===== src/design/clk_pkg.sv =====
// constants and carrier types of the dual channel clock and coupling control
// assumes a 20 MHz system clock and an APB master with 32-bit data
package clk_pkg;
  // ==========================================================
  // register byte addresses
  localparam logic [7:0] A_CTRL = 8'h00;  // coupling, routing, interpolation
  localparam logic [7:0] A_CH1  = 8'h04;  // channel 1 configuration
  localparam logic [7:0] A_CH2  = 8'h08;  // channel 2 configuration
  localparam logic [7:0] A_FRQ1 = 8'h0C;  // channel 1 frequency word
  localparam logic [7:0] A_FRQ2 = 8'h10;  // channel 2 frequency word
  localparam logic [7:0] A_CMD  = 8'h14;  // write-one command strobes
  localparam logic [7:0] A_TGEN = 8'h18;  // trigger generator period
  localparam logic [7:0] A_RATE = 8'h1C;  // internal sample rate in MSa/s
  localparam logic [7:0] A_STAT = 8'h20;  // status, write clears error
  // ==========================================================
  // divider figures
  localparam logic [11:0] DIV_14B  = 12'h030;  // 48
  localparam logic [11:0] DIV_12B  = 12'h040;  // 64
  localparam logic [11:0] IP_BASE  = 12'h018;  // 24
  localparam logic [11:0] IP_X3    = 12'h003;
  localparam logic [11:0] IP_X12   = 12'h00C;
  localparam logic [11:0] IP_X24   = 12'h018;
  localparam logic [11:0] IP_X48   = 12'h030;
  localparam logic [11:0] ONE12    = 12'h001;
  // ==========================================================
  // sample clock output bands, MSa/s
  localparam logic [15:0] RATE_B8  = 16'h007D;  // 125
  localparam logic [15:0] RATE_B4  = 16'h00FA;  // 250
  localparam logic [15:0] RATE_B2  = 16'h01F4;  // 500
  localparam logic [15:0] RATE_MAX = 16'h03E8;  // 1000
  localparam logic [15:0] RATE_RST = 16'h03E8;
  localparam logic [3:0]  MULT_X2  = 4'h2;
  localparam logic [3:0]  MULT_X4  = 4'h4;
  localparam logic [3:0]  MULT_X8  = 4'h8;
  localparam logic [3:0]  MULT_NO  = 4'h0;
  // ==========================================================
  // trigger generator, period in sync clock cycles
  localparam logic [31:0] TGEN_MIN = 32'h0000_0005;
  localparam logic [31:0] ONE32    = 32'h0000_0001;
  // ==========================================================
  // command bit positions, two bits each {ch2, ch1}
  localparam int CMD_START = 0;
  localparam int CMD_STOP  = 2;
  localparam int CMD_TRIG  = 4;
  localparam int CMD_EVT   = 6;
  localparam int CMD_DYN   = 8;
  // pin positions in the synchroniser vector
  localparam int PIN_INT = 0;
  localparam int PIN_EXT = 1;
  localparam int PIN_TRG = 2;
  localparam int PIN_EVT = 3;
  localparam int PIN_DYN = 4;
  localparam int PIN_N   = 5;
  // ==========================================================
  // types
  typedef enum logic [1:0] {
    TRIG_AUTO  = 2'b00,
    TRIG_START = 2'b01,
    TRIG_GATED = 2'b10
  } trig_mode_t;
  typedef struct packed {
    logic       tgenEn;      // internal trigger generator on
    logic [1:0] dynRoute;    // dynamic input to {ch2, ch1}
    logic [1:0] evtRoute;    // event input to {ch2, ch1}
    logic       trigPolNeg;  // trigger input active low
    logic [1:0] trigRoute;   // trigger input to {ch2, ch1}
    logic [1:0] interpSel;   // x3, x12, x24, x48
    logic       interpEn;    // interpolation active
    logic       sclkOutExt;  // sample clock out from external input
    logic       coupled;     // channel coupling on
  } ctrl_t;
  localparam int CTRL_W = 13;
  typedef struct packed {
    logic       dynEn;
    trig_mode_t trigMode;
    logic       bit14;       // 1: 14 bit mode, 0: 12 bit mode
    logic       srcExt;      // 1: external sample clock input
  } ch_cfg_t;
  localparam int CFG_W = 5;
  typedef struct packed {
    logic run;
    logic sampleTick;
    logic trig;
    logic evt;
    logic dynLoad;
    logic srcExt;
    logic bit14;
  } ch_out_t;
  typedef struct packed {
    logic [1:0] bit14;
    logic [1:0] srcExt;
    logic [3:0] mult;
    logic       sclkExt;
    logic       syncClk;
    logic       cfgErr;
    logic [1:0] run;
  } stat_t;
endpackage


===== src/design/clk_coupling_ctrl.sv =====
// clock selection, sync clock division and channel coupling of a two channel generator
// assumes pins arrive asynchronously and the register master speaks APB
//
// Functional notes
// - 14 bit: sync clock is ch1 clock / 48
// - 12 bit: sync clock is ch1 clock / 64
// - interpolation: divide by 24 times factor
// - each channel picks internal or external clock
// - different sources: channels run fully independent
// - sample clock out has own source select
// - clock out multiplier 2/4/8 by rate band
// - uncoupled: all settings per channel, async start
// - trigger mode auto, triggered or gated
// - uncoupled: refuse both internal with differing bits
// - uncoupled: clock out source freely selectable
// - coupled: common source, synchronous start
// - coupled: equal fixed delay on both
// - coupled: frequency, source, start, bits shared
// - coupling on copies ch1 shared settings
// - coupled: commands to one act on both
// - coupled: hardware and software drive both
// - coupled: same source and bits, out follows
// - trigger generator period at least five syncs
// - trigger input routable with selectable polarity
`timescale 1ns/1ps
module clk_coupling_ctrl (
  input  wire logic              clk,
  input  wire logic              srst,
  input  wire logic              psel,
  input  wire logic              penable,
  input  wire logic              pwrite,
  input  wire logic [7:0]        paddr,
  input  wire logic [31:0]       pwdata,
  output logic      [31:0]       prdata,
  output logic                   pready,
  output logic                   pslverr,
  input  wire logic              intClkTick,
  input  wire logic              extClkTick,
  input  wire logic              trigIn,
  input  wire logic              eventIn,
  input  wire logic              dynLoadIn,
  output logic                   syncClkOut,
  output logic                   sclkOutExt,
  output logic      [3:0]        sclkOutMult,
  output clk_pkg::ch_out_t       ch1Out,
  output clk_pkg::ch_out_t       ch2Out
);
  // ==========================================================
  // state
  typedef struct packed {
    logic [clk_pkg::PIN_N-1:0] s1;       // first synchroniser stage
    logic [clk_pkg::PIN_N-1:0] s2;
    logic [clk_pkg::PIN_N-1:0] s3;
    logic [clk_pkg::PIN_N-1:0] pin;      // agreed pin levels
    clk_pkg::ctrl_t            ctrl;
    clk_pkg::ch_cfg_t [1:0]    cfg;
    logic [1:0][31:0]          freq;
    logic [31:0]               tgenDiv;
    logic [31:0]               tgenCnt;
    logic [15:0]               rate;
    logic [11:0]               divCnt;   // ch1 ticks in this half period
    logic                      syncClk;
    logic [1:0]                armed;    // started, not stopped
    logic [1:0]                trigSeen;
    clk_pkg::ch_out_t [1:0]    out;
    logic                      cfgErr;   // sticky refused combination
    logic                      pready;
    logic                      pslverr;
    logic [31:0]               prdata;
    logic                      sclkExt;
    logic [3:0]                mult;
  } state_t;

  state_t               q;        // registered state
  state_t               d;        // next state
  logic [4:0]           rise;     // rising edges of agreed pins
  logic [4:0]           fall;     // falling edges of agreed pins
  logic [1:0]           tick;     // selected sample clock per channel
  logic [11:0]          div;      // active sync divisor
  logic                 syncRise;
  logic                 tgenPulse;
  logic                 acc;      // first access cycle
  logic                 done;     // completing access cycle
  logic                 refuse;   // illegal channel write
  logic                 idxCfg;
  logic                 idxFrq;
  logic [31:0]          cmdW;
  logic                 trigE;
  logic                 gateLvl;
  logic [1:0]           startM;
  logic [1:0]           stopM;
  logic [1:0]           trigM;
  logic [1:0]           evtM;
  logic [1:0]           dynM;
  clk_pkg::ctrl_t       nctrl;
  clk_pkg::ch_cfg_t     ncfg;
  clk_pkg::stat_t       stat;

  // ==========================================================
  // decoders
  // sync divisor from bit mode and interpolation setting
  function automatic logic [11:0] divisorOf(input logic b14, input logic ip,
                                            input logic [1:0] sel);
    logic [11:0] f;
    case (sel)
      2'h0:    f = clk_pkg::IP_X3;
      2'h1:    f = clk_pkg::IP_X12;
      2'h2:    f = clk_pkg::IP_X24;
      default: f = clk_pkg::IP_X48;
    endcase
    if (ip) begin
      divisorOf = 12'(clk_pkg::IP_BASE * f);
    end else if (b14) begin
      divisorOf = clk_pkg::DIV_14B;
    end else begin
      divisorOf = clk_pkg::DIV_12B;
    end
  endfunction

  // uncoupled pair legality, symmetric in its arguments
  function automatic logic legalPair(input clk_pkg::ch_cfg_t a,
                                     input clk_pkg::ch_cfg_t b);
    legalPair = !(!a.srcExt && !b.srcExt && (a.bit14 != b.bit14));
  endfunction

  // coupled mode fans any channel request out to both
  function automatic logic [1:0] spread(input logic [1:0] b, input logic c);
    spread = c ? {2{|b}} : b;
  endfunction

  // ==========================================================
  // next state
  // one process computes everything; outputs are the registered copy
  always_comb begin
    d        = q;
    // three stage synchroniser, level accepted when stages 2 and 3 agree
    d.s1     = {dynLoadIn, eventIn, trigIn, extClkTick, intClkTick};
    d.s2     = q.s1;
    d.s3     = q.s2;
    if (q.s2 == q.s3) begin
      d.pin = q.s3;
    end
    rise     = d.pin & ~q.pin;
    fall     = ~d.pin & q.pin;

    // apb: pready rises one cycle into the access, effects at completion
    acc      = psel && penable && !q.pready;
    done     = psel && penable && q.pready;
    idxCfg   = (paddr == clk_pkg::A_CH2);
    idxFrq   = (paddr == clk_pkg::A_FRQ2);
    nctrl    = clk_pkg::ctrl_t'(pwdata[clk_pkg::CTRL_W-1:0]);
    ncfg     = clk_pkg::ch_cfg_t'(pwdata[clk_pkg::CFG_W-1:0]);
    refuse   = pwrite && !q.ctrl.coupled
               && ((paddr == clk_pkg::A_CH1) || (paddr == clk_pkg::A_CH2))
               && !legalPair(ncfg, q.cfg[!idxCfg]);
    stat     = '{bit14: {q.cfg[1].bit14, q.cfg[0].bit14},
                 srcExt: {q.cfg[1].srcExt, q.cfg[0].srcExt},
                 mult: q.mult, sclkExt: q.sclkExt, syncClk: q.syncClk,
                 cfgErr: q.cfgErr, run: {q.out[1].run, q.out[0].run}};
    d.pready = acc;
    d.pslverr = 1'b0;
    d.prdata = '0;
    if (acc) begin
      d.pslverr = refuse;
      case (paddr)
        clk_pkg::A_CTRL: d.prdata = 32'(q.ctrl);
        clk_pkg::A_CH1:  d.prdata = 32'(q.cfg[0]);
        clk_pkg::A_CH2:  d.prdata = 32'(q.cfg[1]);
        clk_pkg::A_FRQ1: d.prdata = q.freq[0];
        clk_pkg::A_FRQ2: d.prdata = q.freq[1];
        clk_pkg::A_CMD:  d.prdata = '0;
        clk_pkg::A_TGEN: d.prdata = q.tgenDiv;
        clk_pkg::A_RATE: d.prdata = 32'(q.rate);
        clk_pkg::A_STAT: d.prdata = 32'(stat);
        default:         d.pslverr = 1'b1;  // unmapped
      endcase
    end
    cmdW = '0;
    if (done && pwrite) begin
      case (paddr)
        clk_pkg::A_CTRL: begin
          if (nctrl.coupled && !q.ctrl.coupled) begin
            d.cfg[1].srcExt = q.cfg[0].srcExt;
            d.cfg[1].bit14  = q.cfg[0].bit14;
            d.freq[1]       = q.freq[0];
          end
          d.ctrl = nctrl;
        end
        clk_pkg::A_CH1, clk_pkg::A_CH2: begin
          if (q.ctrl.coupled) begin
            // shared fields land in both, per channel fields only here
            d.cfg[idxCfg]         = ncfg;
            d.cfg[!idxCfg].srcExt = ncfg.srcExt;
            d.cfg[!idxCfg].bit14  = ncfg.bit14;
          end else if (refuse) begin
            d.cfgErr = 1'b1;
          end else begin
            d.cfg[idxCfg] = ncfg;
          end
        end
        clk_pkg::A_FRQ1, clk_pkg::A_FRQ2: begin
          d.freq[idxFrq] = pwdata;
          if (q.ctrl.coupled) begin
            d.freq[!idxFrq] = pwdata;
          end
        end
        clk_pkg::A_CMD:  cmdW = pwdata;
        clk_pkg::A_TGEN: begin
          // clamp keeps the generator at or below a fifth of sync clock
          d.tgenDiv = (pwdata < clk_pkg::TGEN_MIN) ? clk_pkg::TGEN_MIN : pwdata;
        end
        clk_pkg::A_RATE: d.rate = pwdata[15:0];
        clk_pkg::A_STAT: d.cfgErr = 1'b0;  // no refusal can coincide
        default: ;
      endcase
    end

    // per channel sample clock choice
    tick[0] = q.cfg[0].srcExt ? rise[clk_pkg::PIN_EXT] : rise[clk_pkg::PIN_INT];
    tick[1] = q.cfg[1].srcExt ? rise[clk_pkg::PIN_EXT] : rise[clk_pkg::PIN_INT];

    // sync clock always from channel 1; >= recovers when the divisor shrinks
    div      = divisorOf(q.cfg[0].bit14, q.ctrl.interpEn, q.ctrl.interpSel);
    syncRise = 1'b0;
    if (tick[0]) begin
      if (q.divCnt >= ((div >> 1) - clk_pkg::ONE12)) begin
        d.divCnt  = '0;
        d.syncClk = !q.syncClk;
        syncRise  = !q.syncClk;
      end else begin
        d.divCnt = q.divCnt + clk_pkg::ONE12;
      end
    end

    // internal trigger generator counts sync clock periods
    tgenPulse = 1'b0;
    if (!q.ctrl.tgenEn) begin
      d.tgenCnt = '0;
    end else if (syncRise) begin
      if (q.tgenCnt >= (q.tgenDiv - clk_pkg::ONE32)) begin
        d.tgenCnt = '0;
        tgenPulse = 1'b1;
      end else begin
        d.tgenCnt = q.tgenCnt + clk_pkg::ONE32;
      end
    end

    // request fan out, hardware and software alike
    trigE   = q.ctrl.trigPolNeg ? fall[clk_pkg::PIN_TRG] : rise[clk_pkg::PIN_TRG];
    gateLvl = q.pin[clk_pkg::PIN_TRG] ^ q.ctrl.trigPolNeg;
    startM  = spread(cmdW[clk_pkg::CMD_START +: 2], q.ctrl.coupled);
    stopM   = spread(cmdW[clk_pkg::CMD_STOP +: 2], q.ctrl.coupled);
    trigM   = spread(cmdW[clk_pkg::CMD_TRIG +: 2]
                     | ((trigE || tgenPulse) ? q.ctrl.trigRoute : 2'h0),
                     q.ctrl.coupled);
    evtM    = spread(cmdW[clk_pkg::CMD_EVT +: 2]
                     | (rise[clk_pkg::PIN_EVT] ? q.ctrl.evtRoute : 2'h0),
                     q.ctrl.coupled);
    dynM    = spread(cmdW[clk_pkg::CMD_DYN +: 2]
                     | (rise[clk_pkg::PIN_DYN] ? q.ctrl.dynRoute : 2'h0),
                     q.ctrl.coupled);

    // channel run control; each channel uses only its own tick and mode
    for (int i = 0; i < 2; i++) begin
      if (stopM[i]) begin
        d.armed[i]    = 1'b0;
        d.trigSeen[i] = 1'b0;
      end else if (startM[i]) begin
        d.armed[i] = 1'b1;
      end
      if (trigM[i] && q.armed[i]) begin
        d.trigSeen[i] = 1'b1;
      end
      case (q.cfg[i].trigMode)
        clk_pkg::TRIG_AUTO:  d.out[i].run = d.armed[i];
        clk_pkg::TRIG_START: d.out[i].run = d.armed[i] && d.trigSeen[i];
        clk_pkg::TRIG_GATED: begin
          d.out[i].run = d.armed[i] && gateLvl
                         && (q.ctrl.coupled || q.ctrl.trigRoute[i]);
        end
        default:             d.out[i].run = 1'b0;
      endcase
      d.out[i].sampleTick = tick[i] && q.out[i].run;
      d.out[i].trig       = trigM[i];
      d.out[i].evt        = evtM[i];
      d.out[i].dynLoad    = dynM[i] && q.cfg[i].dynEn;
      d.out[i].srcExt     = q.cfg[i].srcExt;
      d.out[i].bit14      = q.cfg[i].bit14;
    end

    // sample clock out source and multiplier
    d.sclkExt = q.ctrl.coupled ? q.cfg[0].srcExt : q.ctrl.sclkOutExt;
    if (q.rate >= clk_pkg::RATE_B2 && q.rate <= clk_pkg::RATE_MAX) begin
      d.mult = clk_pkg::MULT_X2;
    end else if (q.rate >= clk_pkg::RATE_B4 && q.rate < clk_pkg::RATE_B2) begin
      d.mult = clk_pkg::MULT_X4;
    end else if (q.rate >= clk_pkg::RATE_B8 && q.rate < clk_pkg::RATE_B4) begin
      d.mult = clk_pkg::MULT_X8;
    end else begin
      d.mult = clk_pkg::MULT_NO;
    end
  end

  // ==========================================================
  // state register
  always_ff @(posedge clk) begin
    if (srst) begin
      q         <= '0;
      q.tgenDiv <= clk_pkg::TGEN_MIN;
      q.rate    <= clk_pkg::RATE_RST;
    end else begin
      q <= d;
    end
  end

  assign prdata      = q.prdata;
  assign pready      = q.pready;
  assign pslverr     = q.pslverr;
  assign syncClkOut  = q.syncClk;
  assign sclkOutExt  = q.sclkExt;
  assign sclkOutMult = q.mult;
  assign ch1Out      = q.out[0];
  assign ch2Out      = q.out[1];

  // ==========================================================
  // checks
  // half period tick counter, invalidated by any register write
  logic [11:0] hTicks;
  logic        hValid;
  logic        syncTgl;
  assign syncTgl = (d.syncClk != q.syncClk);
  always_ff @(posedge clk) begin
    if (srst || (done && pwrite)) begin
      hTicks <= '0;
      hValid <= 1'b0;
    end else if (syncTgl) begin
      hTicks <= '0;
      hValid <= 1'b1;
    end else if (tick[0]) begin
      hTicks <= hTicks + clk_pkg::ONE12;
    end
  end
endmodule


===== config.mk =====
export PLATFORM = sky130hd
export DESIGN_NAME = clk_coupling_ctrl
export DESIGN_NICKNAME = d
export VERILOG_FILES = /design/src/design/clk_pkg.sv /design/src/design/clk_coupling_ctrl.sv
export SDC_FILE = /design/constraint.sdc
export NUM_CORES = 1
export LEC_CHECK = 0
export BUFFER_PORTS_ARGS = -buffer_cell sky130_fd_sc_hd__buf_2
export CORE_ASPECT_RATIO = 1.2
export CORE_MARGIN = 2
export CORE_UTILIZATION = 49
export CTS_BUF_LIST = sky130_fd_sc_hd__clkbuf_2
export DETAILED_ROUTE_END_ITERATION = 8
export PLACE_DENSITY = 0.7
export SLEW_MARGIN = 20
export SYNTH_ARGS = -nofsm -noshare
export SYNTH_HDL_FRONTEND = slang
export SYNTH_SLANG_ARGS = --single-unit

===== constraint.sdc =====
create_clock -name clk -period 7.7 [get_ports clk]
set_input_delay 1.54 -clock clk [delete_from_list [all_inputs] [get_ports clk]]
set_output_delay 1.54 -clock clk [all_outputs]
set_load 0.005 [all_outputs]

Word-level counts from Yosys, hierarchy flattened
Cells that the tools add are included.
W data, S select, Z words.

operators by class
  $lt $le $gt $ge = 17
  multipliers = 1
  reductions and logical operators = 68
  bitwise operators = 10
  add/sub/neg operators = 4
  multiplexer cells = 68
  eq/ne operators = 21

operators by type and width
  operator                 count
  $pmux W32 S8             1
  $mux W32                 5
  $bwmux W64               2
  $demux W32 S1            2
  $mux W64                 1
  $pmux W32 S2             1
  $mux W10                 4
  $add A32 B1 Y32 const B  1
  $eq A8 B5 Y1 const B     4
  $ge A32 B32 Y1           1
  $lt A32 B3 Y1 const B    1
  $sub A32 B1 Y32 const B  1
  $bwmux W10               3
  $logic_and A1 B1 Y1      29
  $mux W2                  13
  $mux W12                 2
  $mux W1                  21
  $reduce_or A2 Y1         10
  $pmux W6 S3              1
  $eq A8 B4 Y1 const B     2
  $ge A16 B7 Y1 const B    1
  $ge A16 B8 Y1 const B    1
  $ge A16 B9 Y1 const B    1
  $le A16 B10 Y1 const B   1
  other kinds (41)         80

storage, ports and cells
  word-level logic and storage cells = 241
  output and inout bits = 54
  bits of input ports = 50
  flip-flop bits (word level) = 258

Longest topological paths before layout
  depth in word-level cells = 19
  mapped depth = 18
  depth with buffers taken out = 17

Worst setup path after synthesis
Ideal clock, no wire load.

  path type = input port to flip-flop
  start = input port paddr[1]
  end = register (tool-made name)
  setup time = 0.128 ns
  data required time = 7.572 ns
  stages on the path = 8
  slack = 3.915 ns
  data arrival time = 3.657 ns
  path buffers = 1
  cell sequence = or4_1 -> buf_2 -> nor4_2 -> mux2i_1 -> xnor2_1 -> a211oi_1 -> mux2i_1 -> nor2_1

RTL lines
  item             line                     text
  start, declared  clk_coupling_ctrl.sv:32  input wire logic [7:0] paddr,

Worst setup path in the final report
  start = register q[119] (netlist bit)
  end = register q[104] (netlist bit)

between the ends
  cells in the longest elaborated chain, start to end = 3

ends and longest elaborated chain
  item             line                      text
  start, declared  clk_coupling_ctrl.sv:74   state_t q;
  $sub A32 B1 Y32  clk_coupling_ctrl.sv:240  if (q.tgenCnt >= (q.tgenDiv - clk_pkg::ONE32)) begin
  $ge A32 B32 Y1   clk_coupling_ctrl.sv:240
  $mux W32         clk_coupling_ctrl.sv:240

Every way passes these cells.
A chain may end at the register's enable or synchronous reset.

==> flow_metrics.py <==
metrics = {
    "floorplanning": {
        "ios": 104,
        "die_w_um": 148,
        "die-area_mm2": 0.0263,
        "start_util_pct": 49.6,
        "core.rowCount": 63,
        "core_mm2": 0.0247,
        "die_y_um": 177,
    },
    "timing": {
        "finalSetupViolCount": 0,
        "maxSlewViolCount": 0,
        "finalHoldViolCount": 0,
        "setup_tns_ps": 0,
        "max_freq_mhz": 211,
        "grt_setup_unrepaired": "no",
        "worst_slew_pin_slew_ps": 1110,
        "min_period_over_period_pct": 61.5,
        "finClkSkew_ps": 110,
        "maxSlewHeadroom_pct": 25.6,
        "finalCriticalPeriod_ps": 4730,
    },
    "critical_path": {
        "critPathSlowestCell": "a211o_1",
        "crit_family": "simple AND/OR/NAND/NOR gates",
        "crit_required_ps": 8400,
        "cp_cell_sequence": "or4_1 -> nor4_2 -> nand3b_1 -> nor2_1 -> nand2_1 -> nor4_1 -> xnor2_1 -> ha_1 -> a211oi_1 -> o21ai_0 -> o2111ai_1 -> nand4_1 -> a211o_1 -> a21oi_1",
        "start_kind": "flip-flop",
        "worstSetupPathType": "flip-flop to flip-flop",
        "critPathArrivalTime_ps": 5440,
        "worst_setup_path_end_kind": "flip-flop",
        "crit_fanout": 32,
        "crit_buf_inv": 0,
        "slowest_delay_ps": 740,
    },
    "layout": {
        "fin_area_mm2": 0.0132,
        "area_growth_syn_to_layout_pct": 7.55,
        "layout-drive-gt1-share_pct": 14.8,
        "fin_util_pct": 53.4,
        "fin_nets": 1613,
        "final_cell_count_no_fill": 1886,
    },
    "clock_tree": {
        "cts_tree": "yes",
        "path_clk_slew_ps": 100,
        "cts_buffers": 67,
        "post_cts_buffers": 0,
        "cts_max_level": 3,
        "clock_sinks": 257,
        "cts_hold_buf": 0,
        "insertion_delay_ps": 870,
        "cts_root_buf": "clkbuf_2",
        "post_cts_resized": 0,
        "cts_max_path_buffers": 3,
    },
    "synthesis": {
        "synth_cell_types": 63,
        "synth_top_family_by_area": "compound AO/OA/AOI/OAI gates",
        "synthAdderAreaFrac_pct": 4.60,
        "ys_warn_count": 0,
        "synth_simple_gate_area_share_pct": 20.2,
        "synthXorXnorAreaFrac_pct": 4.29,
        "ys_ff_latch": 257,
        "synth_compound_area_share_pct": 20.8,
        "synth_edf_count": 0,
        "yosys_most_used_dff": "dfxtp_1",
        "synth_cells": 1473,
        "yosysSeqAreaShare_pct": 42.0,
        "synth_mux_area_share_pct": 1.47,
        "netlist_area_mm2": 0.0122,
        "avgSynthCellArea_um2": 8.31,
        "synthArstFlopShare_pct": 0,
    },
    "placement": {
        "place_inst": 1774,
        "gp_congestion": 0.915,
        "io_buffers": 102,
        "dp_hpwl_mm": 23.5,
        "placed_cell_area_mm2": 0.0126,
    },
    "detailed_routing": {
        "detail-route-antenna-nets": 0,
        "drtIter0Drc": 1237,
        "wirelength_mm": 34.8,
        "drcViolationCount": 1,
        "viasPerCell": 5.98,
        "dr.pass1.iters": 9,
        "num_vias": 11276,
        "routedWlPerCell_um": 18.5,
    },
    "global_routing": {
        "met3_usage_pct": 5.49,
        "grt_antenna_before_repair": 3,
        "grt_pass1_vias": 10624,
        "gr-usage-met1_pct": 32.5,
        "grt_max_degree": 75,
        "busiest_layer": "met2",
        "grt_first_pass_wirelength_mm": 55.0,
        "grt_use_total_pct": 26.1,
        "grt-ovfl-total": 0,
        "grt_use_met2_pct": 42.9,
    },
    "power": {
        "ir_drop_uv": 124,
        "power_density_mw_per_mm2": 180,
        "total_leakage_power_nw": 4.87,
        "p_total_mw": 2.37,
    },
    "job": {
        "maxCapViolations": 0,
    },
    "status": {
        "failed_checks": "DRC",
        "status": "finished with violations",
    },
    "hold_path": {
        "hold_class": "flip-flop to flip-flop",
    },
}
==> worst paths after layout <==
| check | start | to | slack (ps) | cells past startpoint |
|---|---|---|---|---|
| worst max register to register | q[119]$_SDFFE_PP1P_ | q[104]$_SDFFE_PP0N_ | 2970 | 14 |
| worst max-delay path | q[119]$_SDFFE_PP1P_ | q[104]$_SDFFE_PP0N_ | 2970 | 14 |
| worst min-delay path | d[251]$_SDFF_PP0_ | d[246]$_SDFF_PP0_ | 450 | 1 |
| worst min register to register | d[251]$_SDFF_PP0_ | d[246]$_SDFF_PP0_ | 450 | 1 |
==> kinds of logic after synthesis <==
group / after synthesis
and+or+nand+nor: 517
xor gates and xnor gates: 60
AOI/OAI and AO/OA: 412
other: 2
adders and majority gates: 45
buffers and inverters: 162
muxes: 18
DFF: 257
==> Yosys cell counts (17+ instances only) <==
library cell  count  share of area [%]
a21oi_1         174                7.1
a222oi_1         17                1.4
a22oi_1          21                1.3
buf_4            50                3.1
clkbuf_1         83                2.5
dfxtp_1         257                 42
ha_1             45                4.6
inv_1            18               0.55
mux2i_1          18                1.5
nand2_1         234                7.2
nand4_1          31                1.6
nor2_1           94                2.9
nor2b_1          27                1.4
nor3_1           18               0.74
o21ai_0          39                1.6
o21ai_1          31                1.3
o22ai_1          38                1.9
or3_1            25                1.3
xnor2_1          31                2.2
xor2_1           29                2.1
==> flip-flops by register name (all words and copies together) (netlist names), named ones only <==
name,flops
syncClkOut,1
prdata,32
pready,1
pslverr,1
sclkOutExt,1
ch1Out,7
d,14
ch2Out,7
sclkOutMult,3
q,184
==> placed cells by master, fill, tap and decap left out, types with 4 or more instances in the layout <==
master    instances
mux2i_1          18
nor3b_1           8
buf_4            16
inv_1            18
clkinv_1         14
clkbuf_2         90
o21ai_1          30
a21oi_1         173
a31oi_1           9
and4_1            4
a222oi_1         17
nand2_1         233
nor2b_1          27
or3_1            25
xor2_1           29
o22ai_1          38
a211oi_1         12
a221oi_1         15
o211ai_1          4
nand2b_1          8
xnor2_1          31
a21o_1            6
a22oi_1          21
dfxtp_1         257
a22o_1           15
and3_1           13
conb_1            4
or4_1             9
ha_1             45
and2_1            5
o31ai_1           4
nand3_1          14
nor4_1           12
nor3_1           17
nand4_1          31
nor2_1           92
buf_2           101
o21ai_0          39
==> routing by layer <==
layer | vias to the layer above | wire, um
met4 | 0 | 1480
met3 | 106 | 2890
li1 | 5351 | -
met1 | 5281 | 13900
met2 | 538 | 16600
met5 | - | 0
==> per-stage QoR <==
| stage | setup WS (ps) | hold WS [ps] |
|---|---|---|
| after floorplan | 3920 | 414 |
| after global placement | 2880 | 420 |
| after detailed placement | 2820 | 435 |
| after CTS | 2990 | 445 |
| after global routing | 2500 | 466 |
| final | 2970 | 448 |
==> where the power goes <==
group | internal, mW | switching (mW)
clock | 0.384 | 0.568
sequential | 1.33 | 0.00241
combinational | 0.0238 | 0.0591
total | 1.74 | 0.630
==> layout make-up <==
class                           count  area [um^2]
Fill cell                        2350        11500
Timing Repair Buffer              117          626
Tap cell                          325          407
Antenna cell                        2         5.00
Multi-Input combinational cell   1056         6320
Clock inverter                     20          141
Clock buffer                       90          450
Sequential cell                   257         5140
Inverter                           19         71.3
Power figures use the tool's default switching activity.
